$ cat src/rpc_pkg.sv
// Purpose: Shared constants for the read-parameter command link
// Assumes: SPI mode 0/3, single-bit serial lines, 8-bit command codes
// Notes:   Register layouts and command codes for the flash side; host register map for the controller
package rpc_pkg;
    // ----------------------------------------
    // Command codes
    // ----------------------------------------
    localparam logic [7:0] CMD_WREN    = 8'h06;
    localparam logic [7:0] CMD_SRP_NV  = 8'h65;
    localparam logic [7:0] CMD_SRP_VW  = 8'h63;
    localparam logic [7:0] CMD_SRP_VF  = 8'hC0;
    localparam logic [7:0] CMD_SEP_NV  = 8'h85;
    localparam logic [7:0] CMD_SEP_V   = 8'h83;
    localparam logic [7:0] CMD_RD_RP   = 8'h61;
    localparam logic [7:0] CMD_RD_EP   = 8'h81;
    localparam logic [7:0] CMD_CLR_EP  = 8'h82;
    localparam logic [7:0] CMD_LEG_ID  = 8'hAB;
    localparam logic [7:0] CMD_READ    = 8'h03;
    // ----------------------------------------
    // Read parameter fields
    // ----------------------------------------
    localparam int RP_WRAP_EN_BIT  = 2;
    localparam int RP_HOLD_SEL_BIT = 7;
    localparam int RP_DUMMY_LSB    = 3;
    localparam logic [7:0] RP_RESET    = 8'h00;
    // ----------------------------------------
    // Extended register fields
    // ----------------------------------------
    localparam int EP_WIP_BIT      = 0;
    localparam int EP_PROTECTION_ERROR_FLAG_BIT   = 1;
    localparam int EP_PERR_BIT     = 2;
    localparam int EP_EERR_BIT     = 3;
    localparam int EP_ODS_LSB      = 5;
    localparam logic [7:0] EP_ERR_MASK = 8'h0E;
    localparam logic [7:0] EP_ODS_MASK = 8'hE0;
    localparam logic [7:0] EP_RESET    = 8'hE0;
    // ----------------------------------------
    // Misc
    // ----------------------------------------
    localparam int LEG_ID_DUMMY_BYTES = 3;
    localparam int PAGE_BYTES         = 256;
    localparam int ADDR_BYTES         = 3;
    // Host register map over AHB-Lite
    localparam logic [7:0] HR_CTRL   = 8'h00;
    localparam logic [7:0] HR_TX     = 8'h04;
    localparam logic [7:0] HR_RX     = 8'h08;
    localparam logic [7:0] HR_STATUS = 8'h0C;
    localparam logic [7:0] HR_DIV    = 8'h10;
    localparam logic [7:0] DIV_RESET = 8'h04;
endpackage

$ cat src/rpc_link_if.sv
// Purpose: Serial link between flash-side command logic and controller
// Assumes: Single-bit data in, single-bit data out with enable
// Notes:   The controller resolves the data-out wire from so_oe
`timescale 1ns/1ps
interface rpc_link_if;
    logic cs_n;
    logic sck;
    logic si;
    logic so;
    logic so_oe;
    modport dev  (input cs_n, input sck, input si, output so, output so_oe);
    modport host (output cs_n, output sck, output si, input so, input so_oe);
endinterface

$ cat src/rpc_flash_dev.sv
// Purpose: Flash-side read-parameter command interpreter
// Assumes: Link pins sampled by hclk through two flops; SPI mode 0/3
// Notes:   Array data comes from the user side by address
//
// Implementation choices: the AHB-Lite interface to the registers and the placing of the registers.
`timescale 1ns/1ps
module rpc_flash_dev #(
    parameter logic [7:0] DEVICE_ID = 8'h5A, // Arbitrary value
    parameter int         AW        = 24
) (
    input  wire logic          hclk,
    input  wire logic          hresetn,
    rpc_link_if.dev            link,
    input  wire logic          dedicated_reset_n,
    input  wire logic          shared_pin_n,
    input  wire logic          busy,
    input  wire logic          prot_err_set,
    input  wire logic          prog_err_set,
    input  wire logic          erase_err_set,
    input  wire logic [7:0]    array_data,
    output logic [AW-1:0]      array_addr,
    output logic               device_reset,
    output logic               hold_active,
    output logic [3:0]         dummy_cycles,
    output logic [2:0]         drive_strength,
    output logic [7:0]         nv_read_params,
    output logic [7:0]         nv_ext_params,
    output logic               write_enable_latch
);
    typedef enum logic [2:0] {
        ST_CMD   = 3'b000,
        ST_PARAM = 3'b001,
        ST_ADDR  = 3'b011,
        ST_OUT   = 3'b010,
        ST_DUMMY = 3'b110,
        ST_IGN   = 3'b111
    } rpc_state_e;

    // ----------------------------------------
    // Pin synchronisers and edge detection
    // ----------------------------------------
    logic [1:0] cs_s_q, sck_s_q, si_s_q, rstp_s_q, shp_s_q;
    logic       sck_d1_q;
    always_ff @(posedge hclk or negedge hresetn) begin
        if (!hresetn) begin
            cs_s_q   <= 2'b11;
            sck_s_q  <= 2'b00;
            si_s_q   <= 2'b00;
            sck_d1_q <= 1'b0;
            rstp_s_q <= 2'b11;
            shp_s_q  <= 2'b11;
        end else begin
            cs_s_q   <= {cs_s_q[0], link.cs_n};
            sck_s_q  <= {sck_s_q[0], link.sck};
            si_s_q   <= {si_s_q[0], link.si};
            sck_d1_q <= sck_s_q[1];
            rstp_s_q <= {rstp_s_q[0], dedicated_reset_n};
            shp_s_q  <= {shp_s_q[0], shared_pin_n};
        end
    end
    wire cs_hi   = cs_s_q[1];
    wire sck_r   = sck_s_q[1] & ~sck_d1_q;
    wire sck_f   = ~sck_s_q[1] & sck_d1_q;
    wire si_b    = si_s_q[1];

    // ----------------------------------------
    // Registers and shift state
    // ----------------------------------------
    rpc_state_e  st_q;
    logic [7:0]  sh_q, op_q, rp_q, rpnv_q, ep_q, epnv_q, obyte_q;
    logic [2:0]  bit_q;
    logic [1:0]  byte_q;
    logic [AW-1:0] addr_q;
    logic        wel_q, pend_q, so_q, oe_q, cs_d1_q;
    logic [7:0]  pval_q;

    wire [7:0] sh_next  = {sh_q[6:0], si_b};
    wire [AW-1:0] addr_in = AW'({addr_q, sh_next});
    wire       byte_done = sck_r && (bit_q == 3'd7);
    wire       wrap_en  = rp_q[rpc_pkg::RP_WRAP_EN_BIT];
    // Burst mask: 8,16,32,64 bytes
    wire [AW-1:0] wmask = AW'((8 << rp_q[1:0]) - 1);

    function automatic logic [AW-1:0] next_addr(input logic [AW-1:0] a, input logic w,
                                                input logic [AW-1:0] m);
        next_addr = w ? ((a & ~m) | ((a + 1'b1) & m)) : a + 1'b1;
    endfunction

    wire set_cmd = (op_q == rpc_pkg::CMD_SRP_NV) || (op_q == rpc_pkg::CMD_SRP_VW)
                || (op_q == rpc_pkg::CMD_SRP_VF) || (op_q == rpc_pkg::CMD_SEP_NV)
                || (op_q == rpc_pkg::CMD_SEP_V);
    wire cs_rise = cs_hi & ~cs_d1_q;

    always_ff @(posedge hclk or negedge hresetn) begin
        if (!hresetn) begin
            st_q    <= ST_CMD;
            sh_q    <= 8'h00;
            op_q    <= 8'h00;
            bit_q   <= 3'd0;
            byte_q  <= 2'd0;
            addr_q  <= '0;
            obyte_q <= 8'h00;
            so_q    <= 1'b0;
            oe_q    <= 1'b0;
            pend_q  <= 1'b0;
            pval_q  <= 8'h00;
            cs_d1_q <= 1'b1;
        end else begin
            cs_d1_q <= cs_hi;
            if (cs_hi) begin
                st_q  <= ST_CMD;
                bit_q <= 3'd0;
                oe_q  <= 1'b0;
            end else begin
                if (sck_r) begin
                    sh_q  <= sh_next;
                    bit_q <= bit_q + 3'd1;
                end
                if (sck_f && st_q == ST_OUT) begin
                    so_q    <= obyte_q[7 - bit_q];
                    oe_q    <= 1'b1;
                end
                if (byte_done) begin
                    case (st_q)
                        ST_CMD: begin
                            op_q   <= sh_next;
                            byte_q <= 2'd0;
                            pend_q <= 1'b0;
                            if (sh_next == rpc_pkg::CMD_RD_RP) begin
                                st_q <= ST_OUT;
                                obyte_q <= rp_q;
                            end else if (sh_next == rpc_pkg::CMD_RD_EP) begin
                                st_q <= ST_OUT;
                                obyte_q <= ep_q | {7'd0, busy};
                            end else if (sh_next == rpc_pkg::CMD_LEG_ID)
                                st_q <= busy ? ST_IGN : ST_DUMMY;
                            else if (sh_next == rpc_pkg::CMD_READ)
                                st_q <= ST_ADDR;
                            else
                                st_q <= ST_PARAM;
                        end
                        ST_PARAM: begin
                            pval_q <= sh_next;
                            pend_q <= set_cmd;
                            st_q   <= ST_IGN;
                        end
                        ST_ADDR: begin
                            addr_q <= addr_in;
                            byte_q <= byte_q + 2'd1;
                            if (byte_q == 2'(rpc_pkg::ADDR_BYTES - 1)) begin
                                st_q <= ST_OUT;
                                obyte_q <= array_data;
                            end
                        end
                        ST_DUMMY: begin
                            byte_q <= byte_q + 2'd1;
                            if (byte_q == 2'(rpc_pkg::LEG_ID_DUMMY_BYTES - 1)) begin
                                st_q <= ST_OUT;
                                obyte_q <= DEVICE_ID;
                            end
                        end
                        ST_OUT: begin
                            if (op_q == rpc_pkg::CMD_READ) begin
                                addr_q  <= next_addr(addr_q, wrap_en, wmask);
                                obyte_q <= array_data;
                            end else if (op_q == rpc_pkg::CMD_RD_EP)
                                obyte_q <= ep_q | {7'd0, busy};
                            // Other reads repeat the same byte
                        end
                        default: st_q <= ST_IGN;
                    endcase
                end
            end
            if (cs_rise)
                pend_q <= 1'b0;
        end
    end
    // Array address looks one ahead while streaming
    // Last address byte: start address already complete for first fetch
    assign array_addr = (st_q == ST_OUT) ? next_addr(addr_q, wrap_en, wmask)
                      : (st_q == ST_ADDR) ? addr_in : addr_q;

    // ----------------------------------------
    // Register updates at deselect; error flags set in any cycle
    // ----------------------------------------
    wire do_rpnv = cs_rise && pend_q && op_q == rpc_pkg::CMD_SRP_NV && wel_q;
    wire do_rpv  = cs_rise && pend_q && ((op_q == rpc_pkg::CMD_SRP_VW && wel_q)
                                     || op_q == rpc_pkg::CMD_SRP_VF);
    wire do_epnv = cs_rise && pend_q && op_q == rpc_pkg::CMD_SEP_NV && wel_q;
    wire do_epv  = cs_rise && pend_q && op_q == rpc_pkg::CMD_SEP_V;
    wire do_clr  = cs_rise && op_q == rpc_pkg::CMD_CLR_EP && st_q != ST_CMD;
    wire do_wren = cs_rise && op_q == rpc_pkg::CMD_WREN && st_q == ST_PARAM;
    wire [7:0] err_set = {4'd0, erase_err_set, prog_err_set, prot_err_set, 1'b0};

    always_ff @(posedge hclk or negedge hresetn) begin
        if (!hresetn) begin
            rp_q   <= rpc_pkg::RP_RESET;
            rpnv_q <= rpc_pkg::RP_RESET;
            ep_q   <= rpc_pkg::EP_RESET;
            epnv_q <= rpc_pkg::EP_RESET;
            wel_q  <= 1'b0;
        end else begin
            if (do_rpnv) begin
                rpnv_q <= pval_q;
                rp_q   <= pval_q;
            end else if (do_rpv)
                rp_q <= pval_q;
            if (do_epnv)
                epnv_q <= pval_q & rpc_pkg::EP_ODS_MASK;
            // Drive bits load, error flags: set beats clear
            ep_q <= ((do_epnv || do_epv) ? ((ep_q & ~rpc_pkg::EP_ODS_MASK) | (pval_q & rpc_pkg::EP_ODS_MASK))
                                          : ep_q)
                    & ~(do_clr ? rpc_pkg::EP_ERR_MASK : 8'h00) | err_set;
            if (do_wren)
                wel_q <= 1'b1;
            else if (do_rpnv || do_epnv || (do_rpv && op_q == rpc_pkg::CMD_SRP_VW))
                wel_q <= 1'b0;
        end
    end

    assign link.so            = so_q;
    assign link.so_oe         = oe_q && !cs_hi;
    assign hold_active        = rp_q[rpc_pkg::RP_HOLD_SEL_BIT] ? 1'b0 : ~shp_s_q[1];
    assign device_reset       = ~rstp_s_q[1]
                              | (rp_q[rpc_pkg::RP_HOLD_SEL_BIT] & ~shp_s_q[1]);
    assign dummy_cycles       = rp_q[rpc_pkg::RP_DUMMY_LSB +: 4];
    assign drive_strength     = ep_q[rpc_pkg::EP_ODS_LSB +: 3];
    assign nv_read_params     = rpnv_q;
    assign nv_ext_params      = epnv_q;
    assign write_enable_latch = wel_q;
endmodule

$ cat src/flat_wrapper.sv
// flat-port wrapper written by rule: the top's interface ports become plain ports
module rpc_flash_dev_flat 
#(
    parameter logic [7:0] DEVICE_ID = 8'h5A,                   
    parameter int         AW        = 24
)
  (hclk, hresetn, dedicated_reset_n, shared_pin_n, busy, prot_err_set, prog_err_set, erase_err_set, array_data, array_addr, device_reset, hold_active, dummy_cycles, drive_strength, nv_read_params, nv_ext_params, write_enable_latch, link_cs_n, link_sck, link_si, link_so, link_so_oe);
  rpc_link_if link_i ();
  input  wire logic hclk;
  input  wire logic hresetn;
  input  wire logic dedicated_reset_n;
  input  wire logic shared_pin_n;
  input  wire logic busy;
  input  wire logic prot_err_set;
  input  wire logic prog_err_set;
  input  wire logic erase_err_set;
  input  wire logic [7:0] array_data;
  output logic [AW-1:0] array_addr;
  output logic device_reset;
  output logic hold_active;
  output logic [3:0] dummy_cycles;
  output logic [2:0] drive_strength;
  output logic [7:0] nv_read_params;
  output logic [7:0] nv_ext_params;
  output logic write_enable_latch;
  input wire logic [$bits(link_i.cs_n)-1:0] link_cs_n;
  input wire logic [$bits(link_i.sck)-1:0] link_sck;
  input wire logic [$bits(link_i.si)-1:0] link_si;
  output wire logic [$bits(link_i.so)-1:0] link_so;
  output wire logic [$bits(link_i.so_oe)-1:0] link_so_oe;
  assign link_i.cs_n = link_cs_n;
  assign link_i.sck = link_sck;
  assign link_i.si = link_si;
  assign link_so = link_i.so;
  assign link_so_oe = link_i.so_oe;
  rpc_flash_dev #(.DEVICE_ID(DEVICE_ID), .AW(AW)) u_core (.hclk(hclk), .hresetn(hresetn), .link(link_i), .dedicated_reset_n(dedicated_reset_n), .shared_pin_n(shared_pin_n), .busy(busy), .prot_err_set(prot_err_set), .prog_err_set(prog_err_set), .erase_err_set(erase_err_set), .array_data(array_data), .array_addr(array_addr), .device_reset(device_reset), .hold_active(hold_active), .dummy_cycles(dummy_cycles), .drive_strength(drive_strength), .nv_read_params(nv_read_params), .nv_ext_params(nv_ext_params), .write_enable_latch(write_enable_latch));
endmodule
$ cat config.mk
export PLATFORM = sky130hd
export DESIGN_NAME = rpc_flash_dev_flat
export DESIGN_NICKNAME = d
export VERILOG_FILES = /design/src/rpc_pkg.sv /design/src/rpc_link_if.sv /design/src/rpc_flash_dev.sv /design/src/flat_wrapper.sv
export SDC_FILE = /design/constraint.sdc
export NUM_CORES = 1
export LEC_CHECK = 0
export BUFFER_PORTS_ARGS = -buffer_cell sky130_fd_sc_hd__clkbuf_2
export CAP_MARGIN = 20
export CORE_ASPECT_RATIO = 0.6
export CORE_UTILIZATION = 40
export DETAILED_ROUTE_END_ITERATION = 8
export GPL_ROUTABILITY_DRIVEN = 0
export HOLD_SLACK_MARGIN = 0.02
export PLACE_DENSITY = 0.63
export SLEW_MARGIN = 0
export SYNTH_ARGS = -nofsm -noshare
export SYNTH_HDL_FRONTEND = slang
export SYNTH_SLANG_ARGS = --single-unit
$ cat constraint.sdc
create_clock -name hclk -period 2.8 [get_ports hclk]
set_input_delay 0.42 -clock hclk [delete_from_list [all_inputs] [get_ports hclk]]
set_output_delay 0.42 -clock hclk [all_outputs]
set_load 0.02 [all_outputs]
==> run summary, run 1 <==
Synth Cell Area - 6060 sq um
# diodes - 0
Post-synth EDFFs - 0
met3 track demand over resource - 0.0405
die height - 97.4 microns
clk_lat worst skew - 0.35 ns
critical path endpoint category - output pin
placed cell count - 892
Main synth FF type - dfrtp_1
Crit Path Max Fanout - 6
Root Buffer - clkbuf_16
most frequent cells after synthesis - dfrtp_1, nor2_1, nand2_1, mux2_2, o21ai_0
full die area - 15700 sq um
layout cell share with drive strength beyond 1 - 0.322
static leakage - 3.19 nW
ANT nets after route - 0
Slew @ Worst Pin - 0.746 ns
total gr overflow - 0
FF+latch area - 2620 sq um
H-tree depth - 3
Num Clock Sinks - 104
CP Class - reg2out
Post-synth ARST share - 1.00
Layout fillers - 1364
Pwr Total - 3.18 mW
DP Worst Slack - 0.253 ns
row cnt - 34
Worst Path Required - 2.38 ns
delay-heaviest family, CP - compound AO/OA/AOI/OAI gates
CP most frequent cell - nand2b_4
Iter 0 DRT Violations - 684
unrepaired setup endpoints after global routing - true
final setup margin - 0.0242 ns
status - finished clean
Post-Syn Instances - 642
vias per inst - 6.01
Synth top area share - 0.376
CTS tree - yes
final hold slack - 0.0510 ns
initial antenna violation count - 0
sequential area share after synthesis - 0.432
Avg Synthesized Cell Area - 9.44 sq um
GR Util met1 - 0.360
Peak Freq - 360 MHz
CP Launch Type - flip-flop
CP arrival - 2.36 ns
Synth area leader - dfrtp_1
CP cell instances - nand2b_4, ha_4, nand2b_4, a2111oi_4, buf_6, and3_4, o211ai_1, a21oi_1, buf_4
clock skew - 0.00715 ns
footprint of the multi-input gates - 3230 sq um
dominant cells by area after synthesis - dfrtp_1, mux2_2, dfstp_2, o21ai_0, nor2_1
most common cell in the netlist - dfrtp_1
Ports - 71
Setup-failing EPs final - 0
drt pass-1 iters - 7
Max VDD drop - 0.238 mV
fin nets - 737
Core Box Area - 14600 sq um
global-route wire length before repair - 28300 microns
Max Cap Viol - 0
Top Usage Layer GRT - met1
residual DRC count - 0
Worst path slowest cell - a2111oi_4
largest net degree at the start of global routing - 47
slowest stage delay, CP - 0.43 ns
Buf/Inv on CP - 2
Cell Count, Final, Fillers Out - 916
total routed wirelength - 17900 microns
Avg WL per Cell - 19.5 microns
#FFs+latches synth - 104
Final HPWL DP - 12800 microns
Synth cell types - 69
grt met2 use - 0.325
clk slew on worst S/H paths - 0.08 ns
fin. max-slew vios - 0
Via Count - 5507
# port buffers - 65
Slew HR - 0.500
CTS Buf Count - 9
Initial Util - 0.414
Clock Path Buffers - 2
Die W - 161 microns
Final Hold Viols - 0
Syn-to-layout area delta - 19.2%
yosys warns - 0
Power Dens Cells - 439 nW/um^2
number of global-route vias before repair - 5290
final worst path period share - 0.991
GRT Util Overall - 0.229
hold crit path type - in2async
crit path time final - 2.78 ns
-- cell usage in the layout (no fill, tap or decap), drive strengths merged, types with 13 or more instances in the layout --
master  instances
a21oi          42
buf            61
clkbuf         66
dfrtp          91
dfstp          13
inv            16
mux2           48
nand2          53
nand3          15
nand4          17
nor2           57
nor3           19
o21ai          48
-- area by class of cell --
type                    instances  area share
repair buffers                118       0.107
clock inverters                 7      0.0116
well taps                     198      0.0343
multi-input cells             467       0.447
clock buffers                   9      0.0312
flip-flops and latches        104       0.363
inverters                      13     0.00675
-- logic make-up after synthesis --
logic type	share of synthesized area
compound gates	0.200
xor+xnor	0.00434
fa+ha+maj	0.0103
buf+inv	0.0584
flops	0.432
mux	0.113
other cells	0.000619
simple gates	0.181
-- per-stage QoR --
step	cell area (sq um)	TNS (ns)	util
final	7230	0	0.494
after global routing	7230	-0.207	0.494
after CTS	7100	0	0.485
after detailed placement	6720	0	0.459
after global placement	6720	0	0.459
after floorplan	6080	0	-
-- where the power goes --
| part | switching, mW | total, mW | internal (mW) |
|---|---|---|---|
| Clock | 0.649 | 1.29 | 0.642 |
| Sequential | 0.108 | 1.66 | 1.56 |
| Combinational | 0.117 | 0.222 | 0.105 |
| Total | 0.874 | 3.18 | 2.30 |
-- sequential cells by signal, indices dropped and copies added (netlist names), 2 cells and up --
signal                 cells
u_core.addr_q             24
u_core.nv_read_params      8
u_core.obyte_q             8
u_core.op_q                8
u_core.pval_q              8
u_core.rp_q                8
u_core.sh_q                7
u_core.ep_q                6
u_core.bit_q               3
u_core.nv_ext_params       3
u_core.st_q                3
u_core.byte_q              2
u_core.cs_s_q              2
u_core.rstp_s_q            2
u_core.sck_s_q             2
u_core.shp_s_q             2
u_core.si_s_q              2
-- timing repair --
action                     4_1_cts  5_1_grt
hold buffers                     0        0
setup buffers                    5        2
gates resized for setup         10       34
cloned                           1        0
pin swaps                        1       10
setup endpoints to repair        8       17
-- layer usage --
layer	share of wire	up-vias
li1	-	2500
met1	0.48	2712
met2	0.42	276
met3	0.091	19
met4	0.0091	0
met5	0	-
-- path summary, 6_finish.rpt --
check,end,depth (start not counted),slack [ns],start
setup reg to reg,u_core.obyte_q[1]$_DFFE_PN0P_,5,0.23,u_core.sh_q[3]$_DFFE_PN0P_
max in group asynchronous,u_core.cs_d1_q$_DFF_PN1_,2,2.05,hresetn
hold / removal,u_core.rp_q[5]$_DFFE_PN0P_,1,0.05,hresetn
min in group hclk,u_core.shp_s_q[0]$_DFF_PN1_,1,0.15,shared_pin_n
hold reg to reg,u_core.si_s_q[1]$_DFF_PN0_,0,0.35,u_core.si_s_q[0]$_DFF_PN0_
setup / recovery,array_addr[19],9,0.02,u_core.rp_q[1]$_DFFE_PN0P_
(Power assumes the default switching activity.)
==> run 2, diff against run 1 <==
CTS_BUF_LIST = sky130_fd_sc_hd__clkbuf_2 sky130_fd_sc_hd__clkbuf_4 sky130_fd_sc_hd__clkbuf_8   (was unset)
==> run 2 against run 1 <==
  * The run now ends with setup timing left
  * Clock-buffer cell count stayed put
  * Clock power is 25% lower
  * First-iteration DRC count is 10% lower
  * Global-route usage hardly changed
  * Worst hold slack better by 0.062 ns
  * Critical path depth stayed put
  * Setup slack worse by 0.052 ns
  * Routed wire length hardly changed
  * Total power is 10% lower
  * Critical path type unchanged
  * Critical endpoint is now array_addr[7]
  * Highest routed layer unchanged
==> run summary, run 2 (synthesis results as in run 1) <==
CP Launch Type - flip-flop
Core Box Area - 14600 sq um
Syn-to-layout area delta - 18.0%
drt pass-1 iters - 6
placed inst area - 6720 sq um
Setup-failing EPs final - 2
Clk pwr share - 0.340
Initial Util - 0.414
Clock Path Buffers - 2
Reg power frac - 0.582
Worst Path Required - 2.38 ns
slack of the worst reg-to-reg path - 0.22 ns
Final Hold Viols - 0
footprint of the multi-input gates - 3220 sq um
reg-to-reg endpoint - u_core.obyte_q[3]$_DFFE_PN0P_
CTS Buf Count - 9
# port buffers - 65
Iter 0 DRT Violations - 614
Max Cap Viol - 0
Max VDD drop - 0.237 mV
worst r2r src - u_core.sh_q[3]$_DFFE_PN0P_
ANT nets after route - 0
sw power - 836 uW
final setup margin - -0.0275 ns
die height - 97.4 microns
critical path endpoint category - output pin
final instance area - 7150 sq um
Power Dens Cells - 400 nW/um^2
max FFs per register - 24
Pwr Total - 2.86 mW
row cnt - 34
Crit Path Max Fanout - 5
number of global-route vias before repair - 5309
Cell Count, Final, Fillers Out - 919
Slew HR - 0.486
Slew @ Worst Pin - 0.768 ns
Ports - 71
total gr overflow - 0
clk_lat worst skew - 0.38 ns
final hold slack - 0.113 ns
global-route wire length before repair - 28300 microns
clk slew on worst S/H paths - 0.11 ns
R2R depth - 5
hold_sp - shared_pin_n
full die area - 15700 sq um
Final HPWL DP - 12800 microns
final worst path period share - 1.01
CTS tree - yes
crit path time final - 2.83 ns
GRT Util Overall - 0.230
Via Count - 5490
static leakage - 3.16 nW
fin. max-slew vios - 0
initial antenna violation count - 0
residual DRC count - 0
placed cell count - 892
Num Clock Sinks - 104
hold crit path type - in2reg
layout cell share with drive strength beyond 1 - 0.322
Avg WL per Cell - 19.4 microns
most frequent cells in the layout - dfrtp_1, buf_4, nor2_1
combinational power share - 0.078
Peak Freq - 354 MHz
hold endpoint - u_core.shp_s_q[0]$_DFF_PN1_
# diodes - 0
most flop-heavy register - u_core.addr_q
Die W - 161 microns
H-tree depth - 3
Layout fillers - 1386
CP arrival - 2.41 ns
Critical Path Start - u_core.rp_q[0]$_DFFE_PN0P_
WHS Path Cells - 1
FF+latch area - 2620 sq um
Core Util, Final - 0.489
sw frac - 0.292
clock skew - 0.00993 ns
total routed wirelength - 17900 microns
design internal power - 2.02 mW
CP Class - reg2out
status - finished, violations left
fin nets - 740
unrepaired setup endpoints after global routing - true
failing checks - setup timing
largest net degree at the start of global routing - 47
most common cell after layout, fill and taps aside - dfrtp_1
Root Buffer - clkbuf_8
vias per inst - 5.97
-- run 2: worst max path at each step --
stage | endpoint | cells past startpoint
finish | array_addr[7] | 9
global route | array_addr[19] | 10
CTS | array_addr[19] | 9
detailed placement | array_addr[9] | 8
global placement | array_addr[19] | 9
floorplan | array_addr[22] | 6
-- run 2: stage by stage --
| step | setup WS, ns | TNS, ns |
|---|---|---|
| after floorplan | 0.154 | 0 |
| after global placement | 0.315 | 0 |
| after detailed placement | 0.253 | 0 |
| after CTS | 0.00461 | 0 |
| after global routing | -0.125 | -0.661 |
| final | -0.0275 | -0.0511 |
-- run 2: what timing repair did --
item	in CTS	in global routing
hold buffers	1	0
endpoints found under the hold margin	1	0
setup buffers	6	3
gates cloned	1	0
pin swaps	3	11
gates resized for setup	13	39
setup endpoints to repair	10	18
-- run 2: worst max-delay path, cell delays in order (launching register included) --
cell       delay, ns
dfrtp_2         0.43
nand2b_1        0.08
ha_2            0.20
nand2b_4        0.09
a2111oi_4       0.44
buf_2           0.27
buf_4           0.15
a21oi_1         0.06
a2bb2oi_1       0.16
buf_4           0.16
-- run 2: layout make-up --
cell class / count / area share
Timing Repair Buffer: 121 / 0.112
Clock inverter: 7 / 0.0117
Tap cell: 198 / 0.0346
Sequential cell: 104 / 0.367
Multi-Input combinational cell: 467 / 0.450
Clock buffer: 9 / 0.0173
Inverter: 13 / 0.00682
-- run 2: per-layer routing --
| metal | global-route usage | share of wire |
|---|---|---|
| met1 | 0.356 | 0.49 |
| met2 | 0.325 | 0.42 |
| met3 | 0.0499 | 0.085 |
| met4 | 0.0435 | 0.0048 |
| met5 | 0 | 0 |
-- run 2: power by group through the flow --
stage / Clock (mW) / Sequential, mW / Combinational [mW]
after floorplan: 0 / 1.61 / 0.193
after global placement: 0 / 1.69 / 0.213
after global routing: 1.06 / 1.68 / 0.250
after detailed placement: 0 / 1.69 / 0.221
final: 0.972 / 1.66 / 0.223
after CTS: 0.998 / 1.66 / 0.224
